File: src/core/hbfs_pkg.sv
// Constants shared by the half-bridge fault supervisor host controller.
// Assumes a 250 MHz pclk; every cycle count below is derived from it.
package hbfs_pkg;

	// Clock
	localparam int CLK_NS = 4;

	// Times in their own units
	localparam int CLEAR_PULSE_WIDTH_NS = 500;
	localparam int NONOVERLAP_TIME_NS   = 2500;
	localparam int MIN_DRIVE_PULSE_NS   = 1000;
	localparam int STARTUP_HOLD_MS      = 20;

	// Least times, rounded up to whole cycles
	localparam int CLEAR_CYC   = (CLEAR_PULSE_WIDTH_NS + CLK_NS - 1) / CLK_NS;
	localparam int DEAD_CYC    = (NONOVERLAP_TIME_NS + CLK_NS - 1) / CLK_NS;
	localparam int MIN_CYC     = (MIN_DRIVE_PULSE_NS + CLK_NS - 1) / CLK_NS;
	localparam int STARTUP_CYC = (STARTUP_HOLD_MS * 1000000 + CLK_NS - 1) / CLK_NS;

	// Leg timer width, enough for the dead time
	localparam int LEG_CNT_W = 10;

	// APB register byte offsets
	localparam logic [7:0] OFS_CTRL   = 8'h00;
	localparam logic [7:0] OFS_CMD    = 8'h04;
	localparam logic [7:0] OFS_STATUS = 8'h08;
	localparam logic [7:0] OFS_FAULT  = 8'h0c;

	// CTRL fields
	localparam int CTRL_ENABLE_BIT = 0;
	localparam int CTRL_HIGH_BIT   = 1;
	localparam int CTRL_LOW_BIT    = 2;
	localparam logic [2:0] CTRL_RESET = 3'h0;

	// CMD fields
	localparam int CMD_CLEAR_BIT = 0;

	// FAULT fields
	localparam int FAULT_VALID_BIT = 8;
	localparam int FAULT_CODE_W    = 6;

	// Sequencer states, one-hot
	typedef enum logic [2:0] {
		ST_WAIT  = 3'b001,
		ST_RUN   = 3'b010,
		ST_CLEAR = 3'b100
	} hbfs_state_t;

endpackage

File: src/core/hbfs_leg.sv
// One drive leg: on/off state with minimum pulse and off-age timer.
// Assumes req, permit and kill are synchronous to pclk.
`timescale 1ns/100ps
`default_nettype none

module hbfs_leg #(
	parameter int               CNT_W  = hbfs_pkg::LEG_CNT_W,
	parameter logic [CNT_W-1:0] MIN_C  = CNT_W'(hbfs_pkg::MIN_CYC),
	parameter logic [CNT_W-1:0] DEAD_C = CNT_W'(hbfs_pkg::DEAD_CYC)
) (
	// Clock and reset
	input  wire logic pclk,
	input  wire logic presetn,
	// Control
	input  wire logic req,
	input  wire logic permit,
	input  wire logic kill,
	// State
	output logic      drive_reg,
	output logic      dead_ok
);

	logic             drive_next;
	logic [CNT_W-1:0] cnt_reg;
	logic [CNT_W-1:0] cnt_next;

	////////////////////////////////////////////////////////////////////////////////
	// Next state; kill beats the minimum pulse since a fault must not wait
	always_comb begin
		drive_next = drive_reg;
		cnt_next   = cnt_reg;
		if (cnt_reg < DEAD_C) begin
			cnt_next = cnt_reg + 1'b1;
		end
		if (kill) begin
			drive_next = 1'b0;
		end else if (drive_reg && !req && cnt_reg >= MIN_C) begin
			drive_next = 1'b0;
		end else if (!drive_reg && req && permit && cnt_reg >= MIN_C) begin
			drive_next = 1'b1;
		end
		if (drive_next != drive_reg) begin
			cnt_next = '0;
		end
	end

	// Registers
	always_ff @(posedge pclk or negedge presetn) begin
		if (!presetn) begin
			drive_reg <= 1'b0;
			cnt_reg   <= DEAD_C;
		end else begin
			drive_reg <= drive_next;
			cnt_reg   <= cnt_next;
		end
	end

	// Off long enough for the other leg to start
	assign dead_ok = !drive_reg && (cnt_reg >= DEAD_C);
endmodule // hbfs_leg

`default_nettype wire

File: src/core/hbfs_host.sv
// Host controller for a half-bridge gate driver: startup hold, clear
// pulses, dead-time spaced drive and fault code capture, over APB.
// Assumes driver fault and spare lines are already synchronous to pclk.
`timescale 1ns/100ps
`default_nettype none

// Notes on behaviour
// Driver turns off and flags desaturation after blanking; host only observes.
// Driver blanking time is a driver setting, one to nine microseconds.
// Clear line low clears driver faults; host keeps it high otherwise.
// Driver latches faults until cleared; contents undefined after power-up.
// Host pulses clear low at least 500 ns at startup.
// Optional driver auto reset clears faults after programmable interval.
// With auto reset the driver works with clear line unconnected.
// Driver fault modes: lockout, report only, automatic reset.
// Every driver fault source asserts the combined fault line.
// After combined fault, host reads spare and side lines as code.
// Undervoltage or desaturation turns both off, reported per side.
// Active clamping gives no fault and no lockout.
// Host spaces high and low turn-on by 2.5 us off time.
// Combined fault low whenever either side fault line is low.
// Driver refuses overlap and faults both sides if both on.
// Host keeps drives inactive 20 ms after power-up.
// Driver follows drive inputs unless that side is locked out.
// Host never commands drive pulses shorter than one microsecond; kill (a fault line, enable clear or leaving run) ends an on pulse sooner.
module hbfs_host #(
	parameter int STARTUP_CYC = hbfs_pkg::STARTUP_CYC
) (
	// Clock and reset
	input  wire logic        pclk,
	input  wire logic        presetn,
	// APB slave
	input  wire logic        psel,
	input  wire logic        penable,
	input  wire logic        pwrite,
	input  wire logic [7:0]  paddr,
	input  wire logic [31:0] pwdata,
	output logic             pready,
	output logic [31:0]      prdata,
	output logic             pslverr,
	// Driver pins
	output logic             high_side_drive_in,
	output logic             low_side_drive_in,
	output logic             fault_clear_n,
	input  wire logic        high_side_fault_n,
	input  wire logic        low_side_fault_n,
	input  wire logic        combined_fault_n,
	input  wire logic [3:0]  spare_in
);

	localparam int SW = $clog2(STARTUP_CYC + 1);
	localparam int CW = hbfs_pkg::FAULT_CODE_W;

	// Exact 8-bit address decode, used by reads and writes
	function automatic logic is_reg(input logic [7:0] a, input logic [7:0] ofs);
		return a == ofs;
	endfunction

	////////////////////////////////////////////////////////////////////////////////
	// APB slave: one wait state so every output can come from a flop
	logic          access;
	logic          done;
	logic          pready_next;
	logic          pslverr_next;
	logic [31:0]   prdata_next;
	logic [2:0]    ctrl_reg;
	logic [2:0]    ctrl_next;
	logic          wr_clear;
	logic          wr_fault_ack;
	logic          mapped;

	assign access = psel && penable && !pready;
	assign done   = psel && penable && pready;
	assign mapped = is_reg(paddr, hbfs_pkg::OFS_CTRL) || is_reg(paddr, hbfs_pkg::OFS_CMD)
		|| is_reg(paddr, hbfs_pkg::OFS_STATUS) || is_reg(paddr, hbfs_pkg::OFS_FAULT);
	assign wr_clear     = done && pwrite && is_reg(paddr, hbfs_pkg::OFS_CMD)
		&& pwdata[hbfs_pkg::CMD_CLEAR_BIT];
	assign wr_fault_ack = done && pwrite && is_reg(paddr, hbfs_pkg::OFS_FAULT)
		&& pwdata[hbfs_pkg::FAULT_VALID_BIT];

	logic             fault_valid_reg;
	logic             fault_valid_next;
	logic [CW-1:0]    fault_code_reg;
	logic [CW-1:0]    fault_code_next;
	hbfs_pkg::hbfs_state_t state_reg;
	hbfs_pkg::hbfs_state_t state_next;

	// Read data and answer
	always_comb begin
		pready_next  = access;
		pslverr_next = access && !mapped;
		prdata_next  = 32'h0;
		ctrl_next    = ctrl_reg;
		if (access && !pwrite) begin
			if (is_reg(paddr, hbfs_pkg::OFS_CTRL)) begin
				prdata_next = {29'h0, ctrl_reg};
			end else if (is_reg(paddr, hbfs_pkg::OFS_STATUS)) begin
				prdata_next = {20'h0, spare_in, combined_fault_n, low_side_fault_n,
					high_side_fault_n, fault_clear_n, low_side_drive_in,
					high_side_drive_in, state_reg == hbfs_pkg::ST_RUN, 1'b0};
			end else if (is_reg(paddr, hbfs_pkg::OFS_FAULT)) begin
				prdata_next = {23'h0, fault_valid_reg, 2'h0, fault_code_reg};
			end
		end
		if (done && pwrite && is_reg(paddr, hbfs_pkg::OFS_CTRL)) begin
			ctrl_next = pwdata[2:0];
		end
	end

	// APB registers
	always_ff @(posedge pclk or negedge presetn) begin
		if (!presetn) begin
			pready   <= 1'b0;
			pslverr  <= 1'b0;
			prdata   <= 32'h0;
			ctrl_reg <= hbfs_pkg::CTRL_RESET;
		end else begin
			pready   <= pready_next;
			pslverr  <= pslverr_next;
			prdata   <= prdata_next;
			ctrl_reg <= ctrl_next;
		end
	end

	////////////////////////////////////////////////////////////////////////////////
	// Sequencer: startup hold with clear pulse, run, software clear pulse
	logic [SW-1:0] cnt_reg;
	logic [SW-1:0] cnt_next;
	logic          clear_n_next;

	always_comb begin
		state_next = state_reg;
		cnt_next   = cnt_reg + 1'b1;
		case (state_reg)
			hbfs_pkg::ST_WAIT: begin
				if (cnt_reg == SW'(STARTUP_CYC - 1)) begin
					state_next = hbfs_pkg::ST_RUN;
					cnt_next   = '0;
				end
			end
			hbfs_pkg::ST_RUN: begin
				cnt_next = '0;
				if (wr_clear) begin
					state_next = hbfs_pkg::ST_CLEAR;
				end
			end
			hbfs_pkg::ST_CLEAR: begin
				if (cnt_reg == SW'(hbfs_pkg::CLEAR_CYC - 1)) begin
					state_next = hbfs_pkg::ST_RUN;
					cnt_next   = '0;
				end
			end
			default: begin
				state_next = hbfs_pkg::ST_WAIT;
				cnt_next   = '0;
			end
		endcase
		// Low only while clearing; high through normal running so faults hold
		clear_n_next = !(state_next == hbfs_pkg::ST_CLEAR ||
			(state_next == hbfs_pkg::ST_WAIT && cnt_next < SW'(hbfs_pkg::CLEAR_CYC)));
	end

	// Sequencer registers; clear starts low since driver latches are unknown
	always_ff @(posedge pclk or negedge presetn) begin
		if (!presetn) begin
			state_reg     <= hbfs_pkg::ST_WAIT;
			cnt_reg       <= '0;
			fault_clear_n <= 1'b0;
		end else begin
			state_reg     <= state_next;
			cnt_reg       <= cnt_next;
			fault_clear_n <= clear_n_next;
		end
	end

	////////////////////////////////////////////////////////////////////////////////
	// Fault code capture: first code held; a new fault beats the ack
	always_comb begin
		fault_valid_next = fault_valid_reg;
		fault_code_next  = fault_code_reg;
		if (wr_fault_ack) begin
			fault_valid_next = 1'b0;
		end
		if (!combined_fault_n && state_reg == hbfs_pkg::ST_RUN
			&& (!fault_valid_reg || wr_fault_ack)) begin
			fault_valid_next = 1'b1;
			fault_code_next  = {spare_in, high_side_fault_n, low_side_fault_n};
		end
	end

	always_ff @(posedge pclk or negedge presetn) begin
		if (!presetn) begin
			fault_valid_reg <= 1'b0;
			fault_code_reg  <= '0;
		end else begin
			fault_valid_reg <= fault_valid_next;
			fault_code_reg  <= fault_code_next;
		end
	end

	////////////////////////////////////////////////////////////////////////////////
	// Drive legs; high wins a tie so both never start together
	logic [1:0] leg_req;
	logic [1:0] leg_permit;
	logic [1:0] leg_drive;
	logic [1:0] leg_dead_ok;
	logic       kill;

	// Any fault line low drops both drives; outside report-only mode the driver has turned off anyway
	assign kill = state_reg != hbfs_pkg::ST_RUN || !ctrl_reg[hbfs_pkg::CTRL_ENABLE_BIT]
		|| !high_side_fault_n || !low_side_fault_n || !combined_fault_n;
	assign leg_req    = {ctrl_reg[hbfs_pkg::CTRL_LOW_BIT], ctrl_reg[hbfs_pkg::CTRL_HIGH_BIT]};
	assign leg_permit = {leg_dead_ok[0] && !leg_req[0], leg_dead_ok[1]};

	genvar g;
	generate
		for (g = 0; g < 2; g++) begin : g_leg
			hbfs_leg u_leg (
				.pclk      (pclk),
				.presetn   (presetn),
				.req       (leg_req[g]),
				.permit    (leg_permit[g]),
				.kill      (kill),
				.drive_reg (leg_drive[g]),
				.dead_ok   (leg_dead_ok[g])
			);
		end
	endgenerate

	assign high_side_drive_in = leg_drive[0];
	assign low_side_drive_in  = leg_drive[1];

	////////////////////////////////////////////////////////////////////////////////
	// Checks and helper counters
	localparam int CLEAR_C = hbfs_pkg::CLEAR_CYC;
	localparam int DEAD_C  = hbfs_pkg::DEAD_CYC;
	int low_len;
	int hi_off_age;
	always_ff @(posedge pclk or negedge presetn) begin
		if (!presetn) begin
			low_len    <= 0;
			hi_off_age <= 0;
		end else begin
			low_len    <= fault_clear_n ? 0 : low_len + 1;
			hi_off_age <= high_side_drive_in ? 0 : (hi_off_age < DEAD_C ? hi_off_age + 1 : DEAD_C);
		end
	end
endmodule // hbfs_host

`default_nettype wire

File: config.mk
export PLATFORM = sky130hd
export DESIGN_NAME = hbfs_host
export DESIGN_NICKNAME = d
export VERILOG_FILES = /design/src/core/hbfs_pkg.sv /design/src/core/hbfs_leg.sv /design/src/core/hbfs_host.sv
export SDC_FILE = /design/constraint.sdc
export NUM_CORES = 1
export LEC_CHECK = 0
export ABC_AREA = 0
export BUFFER_PORTS_ARGS = -buffer_cell sky130_fd_sc_hd__buf_2
export CORE_UTILIZATION = 50
export CTS_CLUSTER_DIAMETER = 120
export DETAILED_ROUTE_END_ITERATION = 10
export GPL_TIMING_DRIVEN = 1
export HOLD_SLACK_MARGIN = 0.1
export PLACE_DENSITY = 0.82
export RECOVER_POWER = 25
export SETUP_SLACK_MARGIN = 0.4
export SLEW_MARGIN = 20
export SYNTH_ARGS = -nofsm -noshare
export SYNTH_HDL_FRONTEND = slang
export SYNTH_SLANG_ARGS = --single-unit
File: constraint.sdc
create_clock -name pclk -period 2.26 [get_ports pclk]
set_input_delay 0.452 -clock pclk [delete_from_list [all_inputs] [get_ports pclk]]
set_output_delay 0.452 -clock pclk [all_outputs]
set_load 0.01 [all_outputs]
* Word level (Yosys, flattened, before mapping)
Index checks and enable logic that the tools add are counted.
Storage, ports and cells: input bits 52, logic and storage cells 112, register bits after elaboration 93, output and inout bits 37
Operators by class: equal/unequal tests 13, order comparisons 7, reductions and logical operators 53, muxes and demuxes 23, add/subtract/negate cells 3
Operator list (number):
- two-way mux 23 bit | 2
- case mux 23 bit (2 select lines) | 1
- two-way mux 10 bit | 4
- two-way mux 32 bit | 1
- logical AND 1 bit | 27
- two-way mux 12 bit | 2
- adder 23 x 1 -> 23 bit (second input constant) | 1
- == test 23 bit (second input constant) | 1
- == test 23 x 7 -> 1 bit (second input constant) | 1
- < comparator 23 x 7 -> 1 bit (second input constant) | 1
- adder 10 x 1 -> 10 bit (second input constant) | 2
- >= comparator 10 bit (second input constant) | 2
- >= comparator 10 x 8 -> 1 bit (second input constant) | 2
- < comparator 10 bit (second input constant) | 2
- == test 8 x 4 -> 1 bit (second input constant) | 2
- zero test 1 bit | 13
- logical OR 1 bit | 9
- two-way mux 3 bit | 3
- two-way mux 9 bit | 1
- case mux 3 bit (3 select lines) | 1
- == test 8 x 3 -> 1 bit (second input constant) | 1
- zero test 8 bit | 1
- two-way mux 1 bit | 8
- == test 3 x 1 -> 1 bit (second input constant) | 2
- other kinds (5) | 9

* Depth between registers and ports, before layout
depth after elaboration 11, gate-level depth with buffers 9, depth with buffers taken out 8

* Modules after synthesis
Synthesis repeated with hierarchy kept, for this count alone.
Second synthesis, totals: cell total of the unflattened synthesis 425, area, all modules 4281.6 um^2
Modules (own cells, without submodules):
- hbfs_host | times used 1, cells an instance 287, seq. area each 1277.5 um^2, area an instance 2902.8 um^2
- hbfs_leg | times used 2, cells an instance 69, seq. area each 281.5 um^2, area an instance 689.4 um^2

* Least setup slack after synthesis
OpenSTA, ideal clock, no wires.
kind register -> register, start point register g_leg[1].u_leg.cnt_reg[0], end point register g_leg[0].u_leg.cnt_reg[2], cell stages (with the launch flop) 9, clock period less this slack 2200 ps, required time 2127 ps, data arrival time 2068 ps, library setup time 133 ps, path slack 60 ps, path buffers 0, cell sequence dfstp_2 inv_1 ha_1 nor4b_1 or4_1 a211oi_1 nand3_1 o21ai_2 nor2_1
On the way: cells in the longest elaborated chain, start to end 9, elaborated cells between the ends (all ways) 10, those cells by class 1 x order compare; 1 x eq/ne; 4 x mux; 4 x reduce/logical
RTL lines:
- start, declared | RTL line hbfs_leg.sv:24 | logic [CNT_W-1:0] cnt_reg;
- start signal, assigned | RTL line hbfs_leg.sv:54 | cnt_reg <= cnt_next;
- >= comparator 10 bit * | RTL line hbfs_leg.sv:59 | assign dead_ok = !drive_reg && (cnt_reg >= DEAD_C);
- logical AND 1 bit * | RTL line hbfs_leg.sv:59
- logical AND 1 bit * (2 in series) | RTL line hbfs_leg.sv:39 | end else if (!drive_reg && req && permit && cnt_reg >= MIN_C) begin
- two-way mux 1 bit * | RTL line hbfs_leg.sv:39
- two-way mux 1 bit * | RTL line hbfs_leg.sv:37 | end else if (drive_reg && !req && cnt_reg >= MIN_C) begin
- two-way mux 1 bit * | RTL line hbfs_leg.sv:35 | if (kill) begin
- != test 1 bit * | RTL line hbfs_leg.sv:42 | if (drive_next != drive_reg) begin
- two-way mux 10 bit or nonzero test 2 bit (tied branches)
- end signal, assigned | RTL line hbfs_leg.sv:54
- end, declared | RTL line hbfs_leg.sv:24
Every way passes the cells marked *; elsewhere a longest branch is shown, timed or not. A chain may end at the register's enable or synchronous reset.

* Worst setup path in the final report
Same ends and word-level chain as after synthesis.

==> results.md <==
* Seq/Total Area, Yosys at 0.438
* Accumulated negative setup slack at 0 ps
* Clock H-tree levels at 3
* Hold Path Depth at 2
* Reg2reg end: g_leg[0].u_leg.cnt_reg[2]
* Layout cells sized above 1 at 0.401
* Die ar. at 0.00878 mm^2
* Relative slew margins at 0.314
* Cell Area, Placed at 0.00469 mm^2
* Setup slack at placement at 22.0 ps
* Worst hold-check slack at 331 ps
* LEAKAGE at 2.43 nW
* Hold Path Class: in2reg
* Antenna Violating Nets Remaining at 0
* Detailed Route Iter0 Violations at 330
* PnR worst setup slack at 87.3 ps
* Worst-Skew Late Latency at 350 ps
* First-pass GRT wire length at 16000 um
* Period minus WS final at 2170 ps
* Mapped Area at 0.00421 mm^2
* Die X-Extent at 93.7 um
* Post-route cell area at 0.00553 mm^2
* Gpl congestion at 0.892
* Async S/R FF share, synth at 1.00
* Slew @ Worst Pin at 1030 ps
* Rows at 33
* Gr usage total at 0.235
* Max reg flops at 23
* WP data arrival at 2390 ps
* Fmax at 460 MHz
* Layout Cells excl Fill at 649
* Skew final at 12.6 ps
* Fin. Hold Viols at 0
* PortBufs at 40
* Drt wl/cell at 17.4 um
* Post-synthesis area per instance at 9.45 um^2
* # setup viols final at 0
* CP Capture Type: flip-flop
* Die Span Y at 93.7 um
* Hold EP: prdata[10]
* Drt first pass iters at 5
* Worst Hold Launch: spare_in[2]
* CTS buffer count at 9
* Synthesized flop and latch total at 73
* Req. time, crit path at 2480 ps
* Synth area leader: dfrtp_1
* Starting Density at 0.515
* Status: finished clean
* Max Slew Vio Count at 0
* Crit path kind: reg2reg
* Synth unique cells at 68
* CTS tree: yes
* Via count at 3817
* Period utilisation layout at 0.961
* Crit-path max FO at 5
* Largest net degree at the start of global routing at 30
* DRC Markers at 0
* Vias in the first global route at 3427
* Top cells by count, synth: 73 x nor2_1, 62 x dfrtp_1, 37 x nand2_1
* Clk buf depth at 2
* Clk sinks at 73
* Root Driver: clkbuf_8
* Placed cells at 600
* Warnings, synthesis at 0
* Clock-pin slew on the worst setup and hold paths at 90 ps
* DRT Wirelength at 11300 um
* Power density over the cells at 455 mW/mm^2
* Antenna violations before repair at 0
* Synth top area share at 0.369
* HPWL Detailed at 6660 um
* Inserted Diodes at 0
* CP startpoint kind: flip-flop
* Reg2Reg Depth at 8
* Worst r2r src: g_leg[1].u_leg.cnt_reg[0]
* Max Cap Viol at 0
* FF-to-FF setup slack at 90 ps
* IO Count at 89
* Post-Syn Instances at 445
* Core Region at 0.00818 mm^2
* Dominant cells by area after synthesis: dfrtp_1 37%, dfstp_2 6.9%, nor2_1 6.5%
* GR Overflow Total at 0
* Fin nets at 601
* Area Overhead vs Synth at 31.4%
* Worst vdd ir at 0.000319 V
* Top-count cell post-synth: nor2_1
* EDFF count, synth at 0
* RSZ-0062 raised after global routing: true
* Vias/cell at 5.88
* Ys flop type: dfrtp_1
[report_power, final]
part	switching, mW	total, mW	internal, mW
registers	0.00451	1.32	1.31
logic	0.0688	0.103	0.0346
clock network	0.535	1.09	0.554
[critical path: stages, from the launching register on]
cell	delay, ps
dfstp_2	560
inv_2	60
ha_4	150
nor4b_1	130
or4_1	420
a211oi_2	250
nand3_2	170
o21ai_4	250
nor2_1	80
[kinds of logic (layout without fill, tap and decap cells)]
family / count (synthesis) / after routing / share of synthesized area
other cells: 1 / 20 / 0.000891
compound gates: 53 / 54 / 0.0878
buf+inv: 47 / 126 / 0.0648
fa+ha+maj: 10 / 10 / 0.0297
flops: 73 / 73 / 0.438
simple gates: 210 / 210 / 0.266
mux: 14 / 14 / 0.0360
xor+xnor: 37 / 37 / 0.0770
[per-stage QoR]
stage / utilization / total power [mW]
after global routing: 0.676 / 2.59
after floorplan: - / 1.41
after detailed placement: 0.574 / 1.45
after global placement: 0.574 / 1.44
final: 0.676 / 2.51
after CTS: 0.648 / 2.50
[worst max-delay path by stage]
stage	start	slack, ps	cells past startpoint	endpoint
after floorplan	g_leg[1].u_leg.cnt_reg[0]	160	8	g_leg[0].u_leg.cnt_reg[2]
after global placement	g_leg[1].u_leg.cnt_reg[0]	70	8	g_leg[0].u_leg.cnt_reg[3]
after detailed placement	g_leg[1].u_leg.cnt_reg[0]	20	8	g_leg[0].u_leg.cnt_reg[2]
after CTS	g_leg[1].u_leg.cnt_reg[0]	110	8	g_leg[0].u_leg.cnt_reg[2]
after global routing	g_leg[0].u_leg.cnt_reg[1]	-70	8	g_leg[0].u_leg.cnt_reg[6]
final	g_leg[1].u_leg.cnt_reg[0]	90	8	g_leg[0].u_leg.cnt_reg[2]
[layer usage]
layer  part of all wire  wire length, um  global-route usage  vias to the layer above
li1                   -                -                   -                     1697
met1               0.38             4320               0.283                     1858
met2               0.52             5830               0.411                      218
met3              0.068              764              0.0453                       44
met4              0.032              362              0.0910                        0
met5                  0                0                   0                        -
[cell usage in the layout, fill, tap and decap left out, types with 13 or more instances in the layout]
master	count
dfrtp_1	56
nand3_1	15
nand4_1	15
buf_2	39
nor2_1	45
xnor2_1	18
o21ai_0	13
nor2_2	24
buf_4	39
nand2_1	33
xor2_1	18
conb_1	20
[layout make-up]
class                      instances  area [um^2]
tap                              105          131
clock inverter                     6         72.6
fill                             535         2650
sequential                        73         1850
inverter                          12         45.0
multi-input combinational        345         2530
clock buffer                      10          138
timing repair buffer              98          759
[what timing repair did]
| action | in CTS | in global routing |
|---|---|---|
| pin swaps | 27 | 22 |
| resized for setup | 45 | 40 |
| cloned | 2 | 0 |
| buffers inserted | 21 | 9 |
| endpoints found under the hold margin | 9 | 0 |
| setup endpoints to repair | 46 | 53 |
| hold buffers | 1 | 0 |
Note: power is estimated with default switching activity, not from simulation.
